[src/hw/rra_pkg.sv]
// Constants and types shared by the row repair analysis block.
package rra_pkg;
	// ****************************************
	// Memory geometry
	// ****************************************
	localparam int unsigned ADDR_W      = 7;
	localparam int unsigned SEL_BITS    = 1;
	localparam int unsigned NUM_REGIONS = 2;
	localparam int unsigned SPARES      = 2;
	localparam int unsigned CAP_W       = 4;
	localparam int unsigned NUM_SPARE   = NUM_REGIONS * SPARES;
	localparam int unsigned OUT_W       = 2;

	// ****************************************
	// Region select map and bounds
	// ****************************************
	localparam int unsigned SEL_POS [SEL_BITS] = '{6};
	localparam logic [SEL_BITS-1:0] REG_LO [NUM_REGIONS] = '{1'b0, 1'b1};
	localparam logic [SEL_BITS-1:0] REG_HI [NUM_REGIONS] = '{1'b0, 1'b1};

	// ****************************************
	// Capture group sources
	// ****************************************
	typedef enum logic [1:0] {
		RRA_SRC_ADDR = 2'b00,
		RRA_SRC_ONE  = 2'b01,
		RRA_SRC_ZERO = 2'b10
	} rra_src_t;
	localparam rra_src_t CAP_KIND [CAP_W] = '{RRA_SRC_ADDR, RRA_SRC_ADDR,
		RRA_SRC_ADDR, RRA_SRC_ADDR};
	localparam int unsigned CAP_POS [CAP_W] = '{2, 3, 4, 5};

	// ****************************************
	// Repair outcome encodings
	// ****************************************
	localparam logic [OUT_W-1:0] OUT_NONE   = 2'h0;
	localparam logic [OUT_W-1:0] OUT_REPAIR = 2'h1;
	localparam logic [OUT_W-1:0] OUT_FAIL   = 2'h2;
	localparam logic [OUT_W-1:0] OUT_RESET  = 2'h0;
	localparam int unsigned OUT_FAIL_BIT = 1;
endpackage

[src/hw/rra_spare.sv]
// One spare row element: used flag and capture group.
`timescale 1ns/100ps
module rra_spare (
	input  wire logic                      i_mclk,
	input  wire logic                      i_rst_n,
	input  wire logic                      i_clear,
	input  wire logic                      i_take,
	input  wire logic [rra_pkg::CAP_W-1:0] i_cap,
	output logic                           o_used,
	output logic [rra_pkg::CAP_W-1:0]      o_cap
);
	import rra_pkg::*;

	typedef struct packed {
		logic             used;
		logic [CAP_W-1:0] cap;
	} rra_spare_st_t;

	rra_spare_st_t st_q;
	rra_spare_st_t st_d;

	always_comb begin
		st_d = st_q;
		if (i_clear) begin
			st_d = '0;
		end else if (i_take) begin
			st_d.used = 1'b1;
			st_d.cap  = i_cap;
		end
	end

	always_ff @(posedge i_mclk) begin
		if (!i_rst_n) begin
			st_q <= '0;
		end else begin
			st_q <= st_d;
		end
	end

	assign o_used = st_q.used;
	assign o_cap  = st_q.cap;

	AST_TAKE_HOLD: assert property (@(posedge i_mclk) disable iff (!i_rst_n)
		(i_take && !i_clear) |=> (o_used && o_cap == $past(i_cap)))
		else $error("spare did not capture on allocation");
endmodule

[src/hw/rra_top.sv]
// Row repair analysis: region match, spare allocation and outcome.
// Overview of operation
// - Record failing rows so accesses can be steered to spares.
// - Select bits indexed 0 to n-1, each one row address bit.
// - Allocate from a region only when select bits fall within its bounds.
// - With one region and no select bits, it covers all addresses.
// - Several regions need select bits; bounds cover the whole space.
// - Every region gets the same spare count, SPARES, set to two.
// - Capture bits record their assigned address bit of the failing row.
// - Capture bits may hold constant one or constant zero instead.
// - Each capture group has at least one bit, each a single bit.
// - One capture group per spare; example captures address bits 5 to 2.
// - Example select bit 0 is address bit 6; 0 low, 1 high bank.
// - Bank spares only repair failures within that same bank.
// - Each memory holds one outcome register and capture registers.
// - Registers live in controller or interface, by placement choice.
// - Outcome reports no repair, repair needed, or not repairable.
// - Each spare has a used flag; 1 means capture holds defect.
// - Outcome register sits on the setup scan chain for shifting out.
// - Outcome, captures and used flags drive output ports continuously.
`timescale 1ns/100ps
module rra_top (
	input  wire logic                                i_mclk,
	input  wire logic                                i_rst_n,
	input  wire logic                                i_start,
	input  wire logic                                i_fail,
	input  wire logic [rra_pkg::ADDR_W-1:0]          i_addr,
	input  wire logic                                i_scan_en,
	input  wire logic                                i_scan_in,
	output logic                                     o_scan_out,
	output logic [rra_pkg::OUT_W-1:0]                o_repair_outcome,
	output logic [rra_pkg::NUM_SPARE-1:0]            o_spare_used_flag,
	output logic [rra_pkg::NUM_SPARE*rra_pkg::CAP_W-1:0] o_capture_group
);
	import rra_pkg::*;

	// ****************************************
	// State
	// ****************************************
	typedef struct packed {
		logic [OUT_W-1:0] outcome;
		logic             scan_out;
	} rra_st_t;

	rra_st_t st_q;
	rra_st_t st_d;

	logic [SEL_BITS-1:0]      sel;
	logic [CAP_W-1:0]         cap_val;
	logic [NUM_REGIONS-1:0]   in_region;
	logic [NUM_SPARE-1:0]     used;
	logic [NUM_SPARE*CAP_W-1:0] caps;
	logic [NUM_SPARE-1:0]     take;
	logic                     hit;
	logic                     full;

	// ****************************************
	// Region select and capture value
	// ****************************************
	always_comb begin
		for (int i = 0; i < SEL_BITS; i++) begin
			sel[i] = i_addr[SEL_POS[i]];
		end
		for (int b = 0; b < CAP_W; b++) begin
			case (CAP_KIND[b])
				RRA_SRC_ADDR: cap_val[b] = i_addr[CAP_POS[b]];
				RRA_SRC_ONE:  cap_val[b] = 1'b1;
				RRA_SRC_ZERO: cap_val[b] = 1'b0;
				default:      cap_val[b] = 1'b0;
			endcase
		end
		for (int r = 0; r < NUM_REGIONS; r++) begin
			in_region[r] = (NUM_REGIONS == 1) ||
				((sel >= REG_LO[r]) && (sel <= REG_HI[r]));
		end
	end

	// ****************************************
	// Spare allocation
	// ****************************************
	always_comb begin
		logic found;
		logic done;
		found = 1'b0;
		done  = 1'b0;
		hit  = 1'b0;
		full = 1'b0;
		take = '0;
		for (int r = 0; r < NUM_REGIONS; r++) begin
			for (int s = 0; s < SPARES; s++) begin
				if (in_region[r] && used[r*SPARES+s] &&
				    caps[(r*SPARES+s)*CAP_W +: CAP_W] == cap_val) begin
					hit = 1'b1;
				end
			end
		end
		for (int r = 0; r < NUM_REGIONS; r++) begin
			if (in_region[r] && !found) begin
				found = 1'b1;
				done  = 1'b0;
				for (int s = 0; s < SPARES; s++) begin
					if (!used[r*SPARES+s] && !done) begin
						done = 1'b1;
						take[r*SPARES+s] = i_fail && !hit && !i_start;
					end
				end
				full = !done;
			end
		end
	end

	for (genvar g = 0; g < NUM_SPARE; g++) begin : g_spare
		rra_spare u_spare (
			.i_mclk  (i_mclk),
			.i_rst_n (i_rst_n),
			.i_clear (i_start),
			.i_take  (take[g]),
			.i_cap   (cap_val),
			.o_used  (used[g]),
			.o_cap   (caps[g*CAP_W +: CAP_W])
		);
	end

	// ****************************************
	// Outcome register and setup scan
	// ****************************************
	always_comb begin
		st_d = st_q;
		if (i_start) begin
			st_d.outcome = OUT_NONE;
		end else if (i_scan_en) begin
			st_d.scan_out = st_q.outcome[0];
			st_d.outcome  = {i_scan_in, st_q.outcome[OUT_W-1]};
		end else if (i_fail && !hit &&
		             !st_q.outcome[OUT_FAIL_BIT]) begin
			if (full) begin
				st_d.outcome = OUT_FAIL;
			end else begin
				st_d.outcome = OUT_REPAIR;
			end
		end
	end

	always_ff @(posedge i_mclk) begin
		if (!i_rst_n) begin
			st_q <= '{outcome: OUT_RESET, scan_out: 1'b0};
		end else begin
			st_q <= st_d;
		end
	end

	assign o_repair_outcome  = st_q.outcome;
	assign o_scan_out        = st_q.scan_out;
	assign o_spare_used_flag = used;
	assign o_capture_group   = caps;

	// ****************************************
	// Checks
	// ****************************************
	AST_FULL_FAIL: assert property (@(posedge i_mclk) disable iff (!i_rst_n)
		(i_fail && !hit && full && !i_start && !i_scan_en) |=>
		o_repair_outcome[OUT_FAIL_BIT])
		else $error("exhausted region not flagged unrepairable");
	AST_NO_DOUBLE: assert property (@(posedge i_mclk) disable iff (!i_rst_n)
		(i_fail && hit && !i_start) |=> $stable(o_spare_used_flag))
		else $error("recorded row took another spare");
	AST_BANK_ONLY: assert property (@(posedge i_mclk) disable iff (!i_rst_n)
		(i_fail && !i_start && i_addr[SEL_POS[0]] == 1'b0) |=>
		o_spare_used_flag[3:2] == $past(o_spare_used_flag[3:2]))
		else $error("low bank failure used high bank spare");
	AST_REPAIR: assert property (@(posedge i_mclk) disable iff (!i_rst_n)
		(i_fail && !hit && !full && !i_start && !i_scan_en &&
		 o_repair_outcome == OUT_NONE) |=> o_repair_outcome == OUT_REPAIR)
		else $error("first repairable failure not reported");
	AST_START_CLR: assert property (@(posedge i_mclk) disable iff (!i_rst_n)
		i_start |=> (o_repair_outcome == OUT_NONE && o_spare_used_flag == '0))
		else $error("start did not clear analysis");
	AST_SCAN: assert property (@(posedge i_mclk) disable iff (!i_rst_n)
		(i_scan_en && !i_start) |=>
		o_scan_out == $past(o_repair_outcome[0]))
		else $error("scan out not shifted from outcome");
	AST_CAPTURE: assert property (@(posedge i_mclk) disable iff (!i_rst_n)
		(take[0]) |=> o_capture_group[CAP_W-1:0] == $past(i_addr[5:2]))
		else $error("capture group missed address bits");
	AST_USED_STICK: assert property (@(posedge i_mclk) disable iff (!i_rst_n)
		(o_spare_used_flag[1] && !i_start) |=> o_spare_used_flag[1])
		else $error("used flag dropped without start");
endmodule

[config.mk]
export PLATFORM = sky130hd
export DESIGN_NAME = rra_top
export DESIGN_NICKNAME = d
export VERILOG_FILES = /design/src/hw/rra_pkg.sv /design/src/hw/rra_spare.sv /design/src/hw/rra_top.sv
export SDC_FILE = /design/constraint.sdc
export NUM_CORES = 1
export LEC_CHECK = 0
export ABC_CLOCK_PERIOD_IN_PS = 3200
export BUFFER_PORTS_ARGS = -buffer_cell sky130_fd_sc_hd__clkbuf_2
export CAP_MARGIN = 20
export CORE_UTILIZATION = 32
export CTS_BUF_LIST = sky130_fd_sc_hd__clkbuf_16
export CTS_CLUSTER_SIZE = 8
export DETAILED_ROUTE_END_ITERATION = 8
export GPL_ROUTABILITY_DRIVEN = 0
export PLACE_DENSITY_LB_ADDON = 0.12
export SYNTH_ARGS = -nofsm -noshare
export SYNTH_HDL_FRONTEND = slang
export SYNTH_SLANG_ARGS = --single-unit
[constraint.sdc]
create_clock -name i_mclk -period 3.2 [get_ports i_mclk]
set_input_delay 0.32 -clock i_mclk [delete_from_list [all_inputs] [get_ports i_mclk]]
set_output_delay 0.32 -clock i_mclk [all_outputs]
set_load 0.02 [all_outputs]
-- Word-level counts from Yosys, hierarchy flattened
Index checks and enable logic that the tools add are counted.
- eq/ne operators: 4
- muxes and demuxes: 24
- $lt $le $gt $ge: 4
- bitwise operators: 2
- reductions and logical operators: 29
- operators by type and width (cell ; number):
    1-bit 2-to-1 mux ; 19
    4-bit equality test ; 4
    1-bit logical AND ; 16
    1-bit zero test ; 10
    2-bit 2-to-1 mux ; 5
    1-bit >= comparator, second input constant ; 2
    1-bit <= comparator, second input constant ; 2
    1-bit inverter ; 2
    2-bit AND reduction ; 1
    2-bit nonzero test ; 1
    2-bit OR reduction ; 1
- word-level logic and storage cells: 73
- bits in registers: 23
- input bits: 13

-- Logic depth before layout (Yosys ltp)
Gate-level depths: netlist of run 1.
- depth after elaboration: 15
- mapped depth: 8

-- By module
From an unflattened synthesis of run 1, not the netlist that was laid out.
- cell total of the unflattened synthesis: 127
- area total of the unflattened synthesis: 1178.6 µm²
- modules (own cells, without submodules) (module ; sequential area each (µm²) ; instances ; cells each ; area each (µm²)):
    rra_spare ; 100.1 ; 4 ; 17 ; 180.2
    rra_top ; 60.1 ; 1 ; 59 ; 457.9

-- Least setup slack after synthesis of run 1
Ideal clock, no wire load.
- kind: register -> register
- start point: reg g_spare[3].u_spare.st_q, in the netlist g_spare[3].u_spare.o_cap[3]
- end point: reg g_spare[3].u_spare.st_q, in the netlist g_spare[3].u_spare.o_cap[1]
- data required time: 3.081 ns
- clock period less this slack: 1.949 ns
- stages on the path, launching flop included: 8
- data arrival time: 1.830 ns
- setup slack: 1.251 ns
- cell sequence: dfxtp_1 -> inv_1 -> a222oi_1 -> or4b_1 -> o31a_2 -> and3_4 -> buf_6 -> mux2i_1
- longest elaborated chain between the ends: 8
- RTL lines (what ; line ; text):
    from (decl) ; rra_spare.sv:19 ; rra_spare_st_t st_q;
    from (signal assigned) ; rra_spare.sv:36 ; st_q <= st_d;
    4-bit equality test ; rra_top.sv:92 ; caps[(r*SPARES+s)*CAP_W +: CAP_W] == cap_val) begin
    1-bit logical AND ; rra_top.sv:91 ; if (in_region[r] && used[r*SPARES+s] &&
    1-bit 2-to-1 mux ; rra_top.sv:91 ;
    1-bit zero test ; rra_top.sv:104 ; take[r*SPARES+s] = i_fail && !hit && !i_start;
    1-bit logical AND (2 in series) ; rra_top.sv:104 ;
    1-bit 2-to-1 mux ; rra_top.sv:102 ; if (!used[r*SPARES+s] && !done) begin
    2-bit 2-to-1 mux ; rra_top.sv:98 ; if (in_region[r] && !found) begin
Every way passes these cells.
A chain may end at the register's enable or synchronous reset.

-- Final worst setup path of run 1
- start point: reg g_spare[3].u_spare.st_q, in the netlist g_spare[3].u_spare.o_cap[3]
- end point: reg g_spare[2].u_spare.st_q, in the netlist g_spare[2].u_spare.o_cap[3]
- longest elaborated chain between the ends: 8
- RTL lines (what ; line):
    4-bit equality test ; rra_top.sv:92
    1-bit logical AND ; rra_top.sv:91
    1-bit 2-to-1 mux ; rra_top.sv:91
    1-bit zero test ; rra_top.sv:104
    1-bit logical AND (2 in series) ; rra_top.sv:104
    1-bit 2-to-1 mux ; rra_top.sv:102
    2-bit 2-to-1 mux ; rra_top.sv:98
    to (signal assigned) ; rra_spare.sv:36
    to (decl) ; rra_spare.sv:19
Every way passes these cells.

==> impl.org, run 1 <==
** Synthesis
- sky130_fd_sc_hd__dfxtp_1 takes more of the synthesized area than any other cell.
- The synthesized design contains 23 register bits.
- Top-area cell type share of the netlist area :: 38.49%
- Counting flops with an async set or reset pin after synthesis yields a share of 0%.
- During synthesis, Yosys emitted a total of 0 warnings.
- Main area contributors after synthesis :: sky130_fd_sc_hd__dfxtp_1 (38%), sky130_fd_sc_hd__mux2i_1 (16%), sky130_fd_sc_hd__xnor2_1 (5.1%)
- By count the netlist is led by sky130_fd_sc_hd__dfxtp_1 (23), sky130_fd_sc_hd__mux2i_1 (19), sky130_fd_sc_hd__nand2_1 (15), sky130_fd_sc_hd__nor2_1 (15), sky130_fd_sc_hd__xnor2_1 (7).
- Number of flops mapped to enable cells by yosys :: 0
- After synthesis the cells add up to 1196 um^2.
- Post-synth net total :: 145
- Cells after Synth :: 132
- In this run the mean area of a mapped cell was 9.062 um^2.
- Prevailing post-synth register cell :: sky130_fd_sc_hd__dfxtp_1
- Proportion of synthesized chip area in sequential cells :: 38.49%
- Unique masters post-synth :: 32
- The most common cell in the synthesized netlist is sky130_fd_sc_hd__dfxtp_1.

** Routing
- Met1 WL :: 1266 um
- In this run the top signal layer used is met4.
- Final routed wire length divided by cell count :: 12.61 um
- The final route contains 975 vias.
- Summed over all nets, wire length on met2 after detailed routing comes to 1118 um.
- DRC viols :: 0
- Dividing the detail-routed via count by the number of cells gives 4.803.
- WL met3 :: 119 um
- Once detail routing completed, the nets flagged for antenna violations numbered 0.
- Total iterations of the first detailed-routing run :: 5
- In this run, the number of DRC markers left after iteration 0 of detailed routing was 54.
- Routed wire length :: 2559 um

** Place
- Prior to clock tree synthesis, the placed netlist has a worst setup slack of 1.116 ns.
- Instance area at placement :: 1334 um^2
- HPWL after detailed placement :: 1889 um
- The number of placed instances, taps included, is 199.
- During placement, the flow inserted port buffers numbering 33.

** Timing
- Setup repair after global routing left no endpoint under its margin.
- The number of hold violations in the final report is 0.
- The clock arrives with 0.001106 ns of skew.
- In this run the tightest slew margin relative to its limit is 46.66%.
- Post-Route Setup TNS :: 0 ns
- For the pin with the worst max-slew slack, the measured transition is 0.7985 ns.
- Tmin final :: 2.031 ns
- After layout, the worst setup slack is 1.169 ns.
- The max-slew violation count came to 0.
- Setup violations remaining at the end of the flow were counted as 0.
- In the finished design, the share of the clock period the worst path needs comes to 63.47%.
- FMAX :: 0.4924 GHz
- Worst Hold Margin :: 0.3213 ns

** Floorplan
- Number of placement rows :: 21
- Starting density of the core :: 34.49%
- Die Height :: 63.14 um
- The core region is 3468 um^2.
- Num ports :: 36
- From left edge to right edge, the die measures 63.14 um.
- The die covers 3987 um^2.

** Finish
- Reg area :: 460.4 um^2
- The layout has 370 filler cells.
- Core Util, Final :: 40.73%
- Fin nets :: 171
- Ratio of cells with drive above 1 in the final layout :: 26.11%
- The finished cells cover 1413 um^2.
- Layout-stage area growth over the synthesis result :: 18.10%
- For this run, the number of standard cells in the final layout without fillers is 203.
- Area taken by multi-input logic gates :: 631.9 um^2
- The number of antenna diodes in the final layout is 0.

** Clocking
- Number of sinks on the clock net :: 23
- Once the clock tree was built, the resizer swapped 0 gates to a different size.
- Clock latency on the worst-skew pair :: 0.25 ns
- The tree is rooted in a sky130_fd_sc_hd__clkbuf_16.
- Buffers inserted to repair hold after CTS numbered 0.
- Post-CTS timing repair inserted 0 buffers for setup.
- Number of clock buffers inserted by TritonCTS :: 3
- Clock-pin transition on the worst setup and hold timing paths :: 0.06 ns
- CTS tree :: done
- H-tree lvl count :: 1
- Max Buffers Root-to-Sink :: 2

** Critical path
- STA classifies the critical path startpoint as a flip-flop.
- Worst path arrival time :: 2.20 ns
- Data on the critical path is required at its endpoint by 3.37 ns.
- FF-to-FF setup slack :: 1.17 ns
- The critical path in this run is classified as flip-flop to flip-flop.
- Worst setup EP type :: flip-flop
- R2r startpoint :: g_spare[3].u_spare.o_cap[3]$_SDFFE_PP0P_
- Maximum net fanout on the critical path :: 5
- The endpoint identified for the worst register-to-register timing path is g_spare[2].u_spare.o_cap[3]$_SDFFE_PP0P_.
- For the worst flop-to-flop path, the logic depth is 6.

** Power
- Internal power consumption :: 0.4827 mW
- In this run, the clock network consumes 42.7% of the power.
- Power per cell area :: 443.4 nW/um^2
- Sw Share :: 22.94%
- Sequential cells account for 47.1% of the total power.
- Leakage power :: 0.6102 nW
- Across the VDD grid, the largest voltage drop is 0.1761 mV.
- Power Total :: 0.6264 mW
- Combinational power share :: 10.3%
- Net switching component of the power :: 0.1437 mW

** Global route
- Entering global routing, the biggest net connects 15 pins.
- The via count of the first global-routing pass was 911.
- GRT Resource Usage Total :: 14.38%
- Global-route wire length before repair :: 4353 um
- Number of antenna violations at the first check in global routing :: 0
- Global route overflow :: 0

** Min path
- The worst hold path belongs to the class primary input to flip-flop.
- Number of cells on the worst hold path :: 2
- Worst hold start :: i_rst_n
- For hold timing, the worst endpoint is o_scan_out$_SDFFE_PN0P_.

** Outcome
- Outcome :: completed

** Flow run
- Maximum Capacitance Violations :: 0
sequential cells by signal, indices dropped and copies added, names as in the netlist:
register	flops
o_repair_outcome	2
g_spare.u_spare.o_used	4
o_scan_out	1
g_spare.u_spare.o_cap	16
per-layer routing:
layer	GRT usage (%)	vias to the layer above
met5	0	-
met4	7.849	0
met3	2.355	5
met2	21.64	29
met1	19.38	445
li1	-	496
area by class of cell:
type	count	share of cell area, %
multi-input combinational	92	44.73
sequential	23	32.60
timing repair buffer	33	11.69
clock buffer	3	5.314
tap	46	4.074
inverter	5	1.329
clock inverter	1	0.2657
cell usage in the layout, fill, tap and decap left out, drive strengths merged:
cell type and n:
or3 1, a31oi 2, or4b 1, inv 6, xor2 6, nor4 1, nor2 15, nand4 1
o211ai 1, a222oi 1, nor3 2, mux2i 19, a311oi 1, nand2b 2, clkbuf 36, xnor2 7
nor2b 2, a41oi 1, o21ai 1, o41ai 1, and3 3, o22ai 1, nand3 4, o31a 1
a21oi 3, dfxtp 23, nand2 15
worst max-delay path: stages, from the launching register on:
cell                       delay, ns
sky130_fd_sc_hd__dfxtp_1        0.34
sky130_fd_sc_hd__inv_1          0.06
sky130_fd_sc_hd__a222oi_1       0.33
sky130_fd_sc_hd__or4b_1         0.50
sky130_fd_sc_hd__o31a_2         0.17
sky130_fd_sc_hd__nand4_1        0.29
sky130_fd_sc_hd__mux2i_1        0.26
worst max-delay path by stage:
stage / from / end / slack, ns / depth (start not counted)
global placement: i_addr[5] / g_spare[2].u_spare.o_cap[2]$_SDFFE_PP0P_ / 1.14 / 6
detailed placement: i_addr[5] / g_spare[2].u_spare.o_cap[3]$_SDFFE_PP0P_ / 1.12 / 6
CTS: g_spare[3].u_spare.o_cap[3]$_SDFFE_PP0P_ / g_spare[2].u_spare.o_cap[3]$_SDFFE_PP0P_ / 1.17 / 6
floorplan: g_spare[3].u_spare.o_cap[3]$_SDFFE_PP0P_ / g_spare[3].u_spare.o_cap[1]$_SDFFE_PP0P_ / 1.25 / 7
global route: g_spare[3].u_spare.o_cap[3]$_SDFFE_PP0P_ / g_spare[2].u_spare.o_cap[3]$_SDFFE_PP0P_ / 1.02 / 6
finish: g_spare[3].u_spare.o_cap[3]$_SDFFE_PP0P_ / g_spare[2].u_spare.o_cap[3]$_SDFFE_PP0P_ / 1.17 / 6
cells by family (layout without fill, tap and decap cells):
| kind of cell | Yosys count | in the layout | synth area share, % |
|---|---|---|---|
| compound gates | 13 | 13 | 8.369 |
| flops | 23 | 23 | 38.49 |
| simple gates | 47 | 47 | 19.04 |
| buf+inv | 17 | 42 | 8.682 |
| xor+xnor | 13 | 13 | 9.519 |
| mux | 19 | 19 | 15.90 |
power groups by stage:
stage               clock network (mW)  registers [mW]  logic, mW
finish                           0.267           0.295     0.0642
global route                     0.292           0.296     0.0718
CTS                              0.275           0.295     0.0650
detailed placement                   0           0.301     0.0646
global placement                     0           0.301     0.0639
floorplan                            0           0.305     0.0457
(Power assumes the default switching activity.)
==> run 2, diff against run 1 <==
- ABC_CLOCK_PERIOD_IN_PS: 3200 -> 1920
- clock period: 3.2 -> 1.92 ns (I/O delays scaled with it)
==> impl.org, run 2 (synthesized netlist as in run 1, its figures left out) <==
** Outcome
- Outcome :: completed (unchanged)

** Timing
- The final setup TNS is 0 ns (unchanged).
- The number of hold violations in the final report is 0 (unchanged).
- Setup repair after global routing missed its margin: no (unchanged).
- Tmin final :: 1.797 ns (was 2.031 ns)
- The transition time at the pin with the least slew margin was 0.3846 ns (was 0.7985 ns).
- FMAX :: 0.5564 GHz (was 0.4924 GHz)
- The max-slew violation count came to 0 (unchanged).
- Setup Skew :: 0.003461 ns (was 0.001106 ns)
- Tightest slew margin relative to the limit :: 74.08% (was 46.66%)
- The setup-violating endpoint count in the final report was 0 (unchanged).
- Ratio of final minimum period to clock period :: 93.61% (was 63.47%)

** Routing
- Routed wire length :: 2600 um (was 2559 um)
- The number of detailed-route iterations in the first pass is 4 (was 5).
- Final routed wire length divided by cell count :: 12.32 um (was 12.61 um)
- Post-detailed-route count of antenna-violating nets :: 0 (unchanged)
- The number of vias in the routed layout came to 1009 (was 975).
- The DRC violation count after routing was 0 (unchanged).
- The average vias per placed instance came to 4.782 (was 4.803).
- Iteration-0 DRC count of the detailed router :: 58 (was 54)

** Clocking
- CTS tree :: done (unchanged)
- The total clock sinks was 23 (unchanged).
- H-tree lvl count :: 1 (unchanged)
- The maximum clock path buffer count was 2 (unchanged).
- The library cell used as clock root buffer is sky130_fd_sc_hd__clkbuf_16 (unchanged).
- The number of CTS-inserted buffers came to 3 (unchanged).
- The clock network latency to the later pin of the worst-skew pair came to 0.25 ns (about the same).
- Clock-pin transition on the worst setup and hold timing paths :: 0.06 ns (about the same)
- Count of hold buffers inserted by post-cts repair :: 0 (unchanged)

** Floorplan
- The area of the placeable core is 3468 um^2 (unchanged).
- The width of the die is 63.14 um (unchanged).
- The initial core utilization came to 34.49% (unchanged).
- The die height is 63.14 um (unchanged).
- The die area came to 3987 um^2 (unchanged).
- Num ports :: 36 (unchanged)
- The total number of placement rows came to 21 (unchanged).

** Place
- Instance area at placement :: 1400 um^2 (was 1334 um^2)
- IO Port Bufs :: 33 (unchanged)
- HPWL after detailed placement :: 2006 um (was 1889 um)

** Finish
- Antenna fix cells :: 0 (unchanged)
- The final cell area excluding filler cells came to 1503 um^2 (was 1413 um^2).
- The flip-flop count of the largest register after layout is 16 (unchanged).
- The share of cells above drive strength 1 is 31.52% (was 26.11%).
- The most common cell after layout, fill and taps aside is sky130_fd_sc_hd__clkbuf_2 (unchanged).
- The area overhead of the layout relative to synthesis was 25.63% (was 18.10%).
- Fin nets :: 179 (was 171)
- Highest-count cells in the layout ignoring fill and taps: sky130_fd_sc_hd__clkbuf_2 (33), sky130_fd_sc_hd__dfxtp_1 (22), sky130_fd_sc_hd__mux2i_1 (19), sky130_fd_sc_hd__nand2_1 (15), sky130_fd_sc_hd__nor2_1 (15) (was sky130_fd_sc_hd__clkbuf_2 (33), sky130_fd_sc_hd__dfxtp_1 (23), sky130_fd_sc_hd__mux2i_1 (19), sky130_fd_sc_hd__nand2_1 (15), sky130_fd_sc_hd__nor2_1 (15)).

** Global route
- GRT Resource Usage Total :: 14.09% (was 14.38%)
- The number of antenna violations at the first check in global routing came to 0 (unchanged).
- The largest net degree at the start of global routing came to 14 (was 15).
- The total congestion overflow is 0 (unchanged).
- The wire length of the first global-routing pass was 4485 um (was 4353 um).
- The via count of the first global-routing pass is 994 (was 911).

** Critical path
- The signal arrival time at the worst endpoint was 1.98 ns (was 2.20 ns).
- Data required time of the worst path :: 2.10 ns (was 3.37 ns)
- The critical path's top delay family is simple AND/OR/NAND/NOR gates (unchanged).
- The cell depth of the worst flop-to-flop path came to 7 (was 6).
- The endpoint of the most critical register-to-register path is g_spare[2].u_spare.o_cap[3]$_SDFFE_PP0P_ (unchanged).
- Critical path class :: flip-flop to flip-flop (unchanged)
- Cell with the largest stage delay on the worst path :: sky130_fd_sc_hd__or4b_4 (was sky130_fd_sc_hd__or4b_1)
- Crit path cell chain: inv_1 -> a222oi_1 -> or4b_4 -> o31a_4 -> nand4_1 -> buf_6 -> mux2i_1 (was inv_1 -> a222oi_1 -> or4b_1 -> o31a_2 -> nand4_1 -> mux2i_1).
- The type of element capturing the critical path was a flip-flop (unchanged).
- FF-to-FF setup slack :: 0.12 ns (was 1.17 ns)
- CP startpoint :: g_spare[3].u_spare.o_cap[3]$_SDFFE_PP0P_ (unchanged)
- The combined buffer and inverter count along the critical path is 2 (was 1).
- Slowest stage delay, CP :: 0.51 ns (was 0.50 ns)
- The category of the worst setup path launch point is a flip-flop (unchanged).
- The startpoint of the lowest-slack register-to-register path is g_spare[3].u_spare.o_cap[3]$_SDFFE_PP0P_ (unchanged).
- Maximum net fanout on the critical path :: 5 (unchanged)

** Power
- Leakage power :: 0.6740 nW (was 0.6102 nW)
- The power per unit of standard cell area was 701.6 nW/um^2 (was 443.4 nW/um^2).
- Peak VDD IR :: 0.3390 mV (was 0.1761 mV)

** Min path
- The endpoint of the worst hold path was o_scan_out$_SDFFE_PN0P_ (unchanged).
- The number of cells on the worst hold path is 2 (unchanged).
- Worst hold start :: i_rst_n (unchanged)
- The worst min-delay path class is primary input to flip-flop (unchanged).

** Flow run
- The count of max-cap constraint violations came to 0 (unchanged).
[run 2: cell count changes in the layout (fill, tap and decap cells not counted), sizes merged]
cell    change
buf         +8
clkinv      +1
inv         -1
[run 2: where the power goes]
group	internal, mW	switching (mW)	total [mW]
Clock	0.280	0.163	0.443
Combinational	0.0518	0.0680	0.120
Sequential	0.485	0.00743	0.492
Total	0.816	0.238	1.05
[run 2: worst max path at each step]
stage                                          endpoint  slack [ns]  cells after the start
3_5_place_dp   g_spare[2].u_spare.o_cap[3]$_SDFFE_PP0P_        0.03                      7
3_3_place_gp   g_spare[2].u_spare.o_cap[1]$_SDFFE_PP0P_        0.08                      7
5_1_grt        g_spare[2].u_spare.o_cap[3]$_SDFFE_PP0P_        0.02                      7
6_report       g_spare[2].u_spare.o_cap[3]$_SDFFE_PP0P_        0.12                      7
4_1_cts        g_spare[2].u_spare.o_cap[3]$_SDFFE_PP0P_        0.03                      7
2_1_floorplan  g_spare[3].u_spare.o_cap[3]$_SDFFE_PP0P_        0.03                      7
[run 2: layout make-up]
| class | count | area (um^2) |
|---|---|---|
| Clock buffer | 3 | 75.07 |
| Timing Repair Buffer | 41 | 241.5 |
| Multi-Input combinational cell | 92 | 643.1 |
| Inverter | 5 | 18.77 |
| Tap cell | 46 | 57.56 |
| Clock inverter | 1 | 5.005 |
| Fill cell | 386 | 1966 |
| Sequential cell | 23 | 461.7 |
[run 2: layer usage]
metal	global-route usage (%)	part of all wire, %	vias up
met2	22.72	42	28
li1	-	-	510
met1	18.43	52	469
met3	3.804	4.8	2
met4	3.488	0.69	0
met5	0	0	-
[run 2: what timing repair did]
action | in CTS | in global routing
endpoints found under the setup margin | 0 | 5
buffers inserted | 0 | 1
gates resized for setup | 0 | 3
[run 2: per-stage QoR]
| stage | power, mW | util, % | hold WS (ns) | setup WS (ns) | instances |
|---|---|---|---|---|---|
| final | 1.054 | 43.33 | 0.1964 | 0.1227 | 211 |
| after global routing | 1.112 | 43.33 | 0.2222 | 0.01742 | 211 |
| after CTS | 1.072 | 42.68 | 0.1918 | 0.02732 | 210 |
| after detailed placement | 0.6215 | 40.37 | 0.4508 | 0.02965 | 206 |
| after global placement | 0.6193 | 40.37 | 0.4497 | 0.07879 | 206 |
| after floorplan | 0.5840 | - | 0.3202 | 0.02528 | 132 |
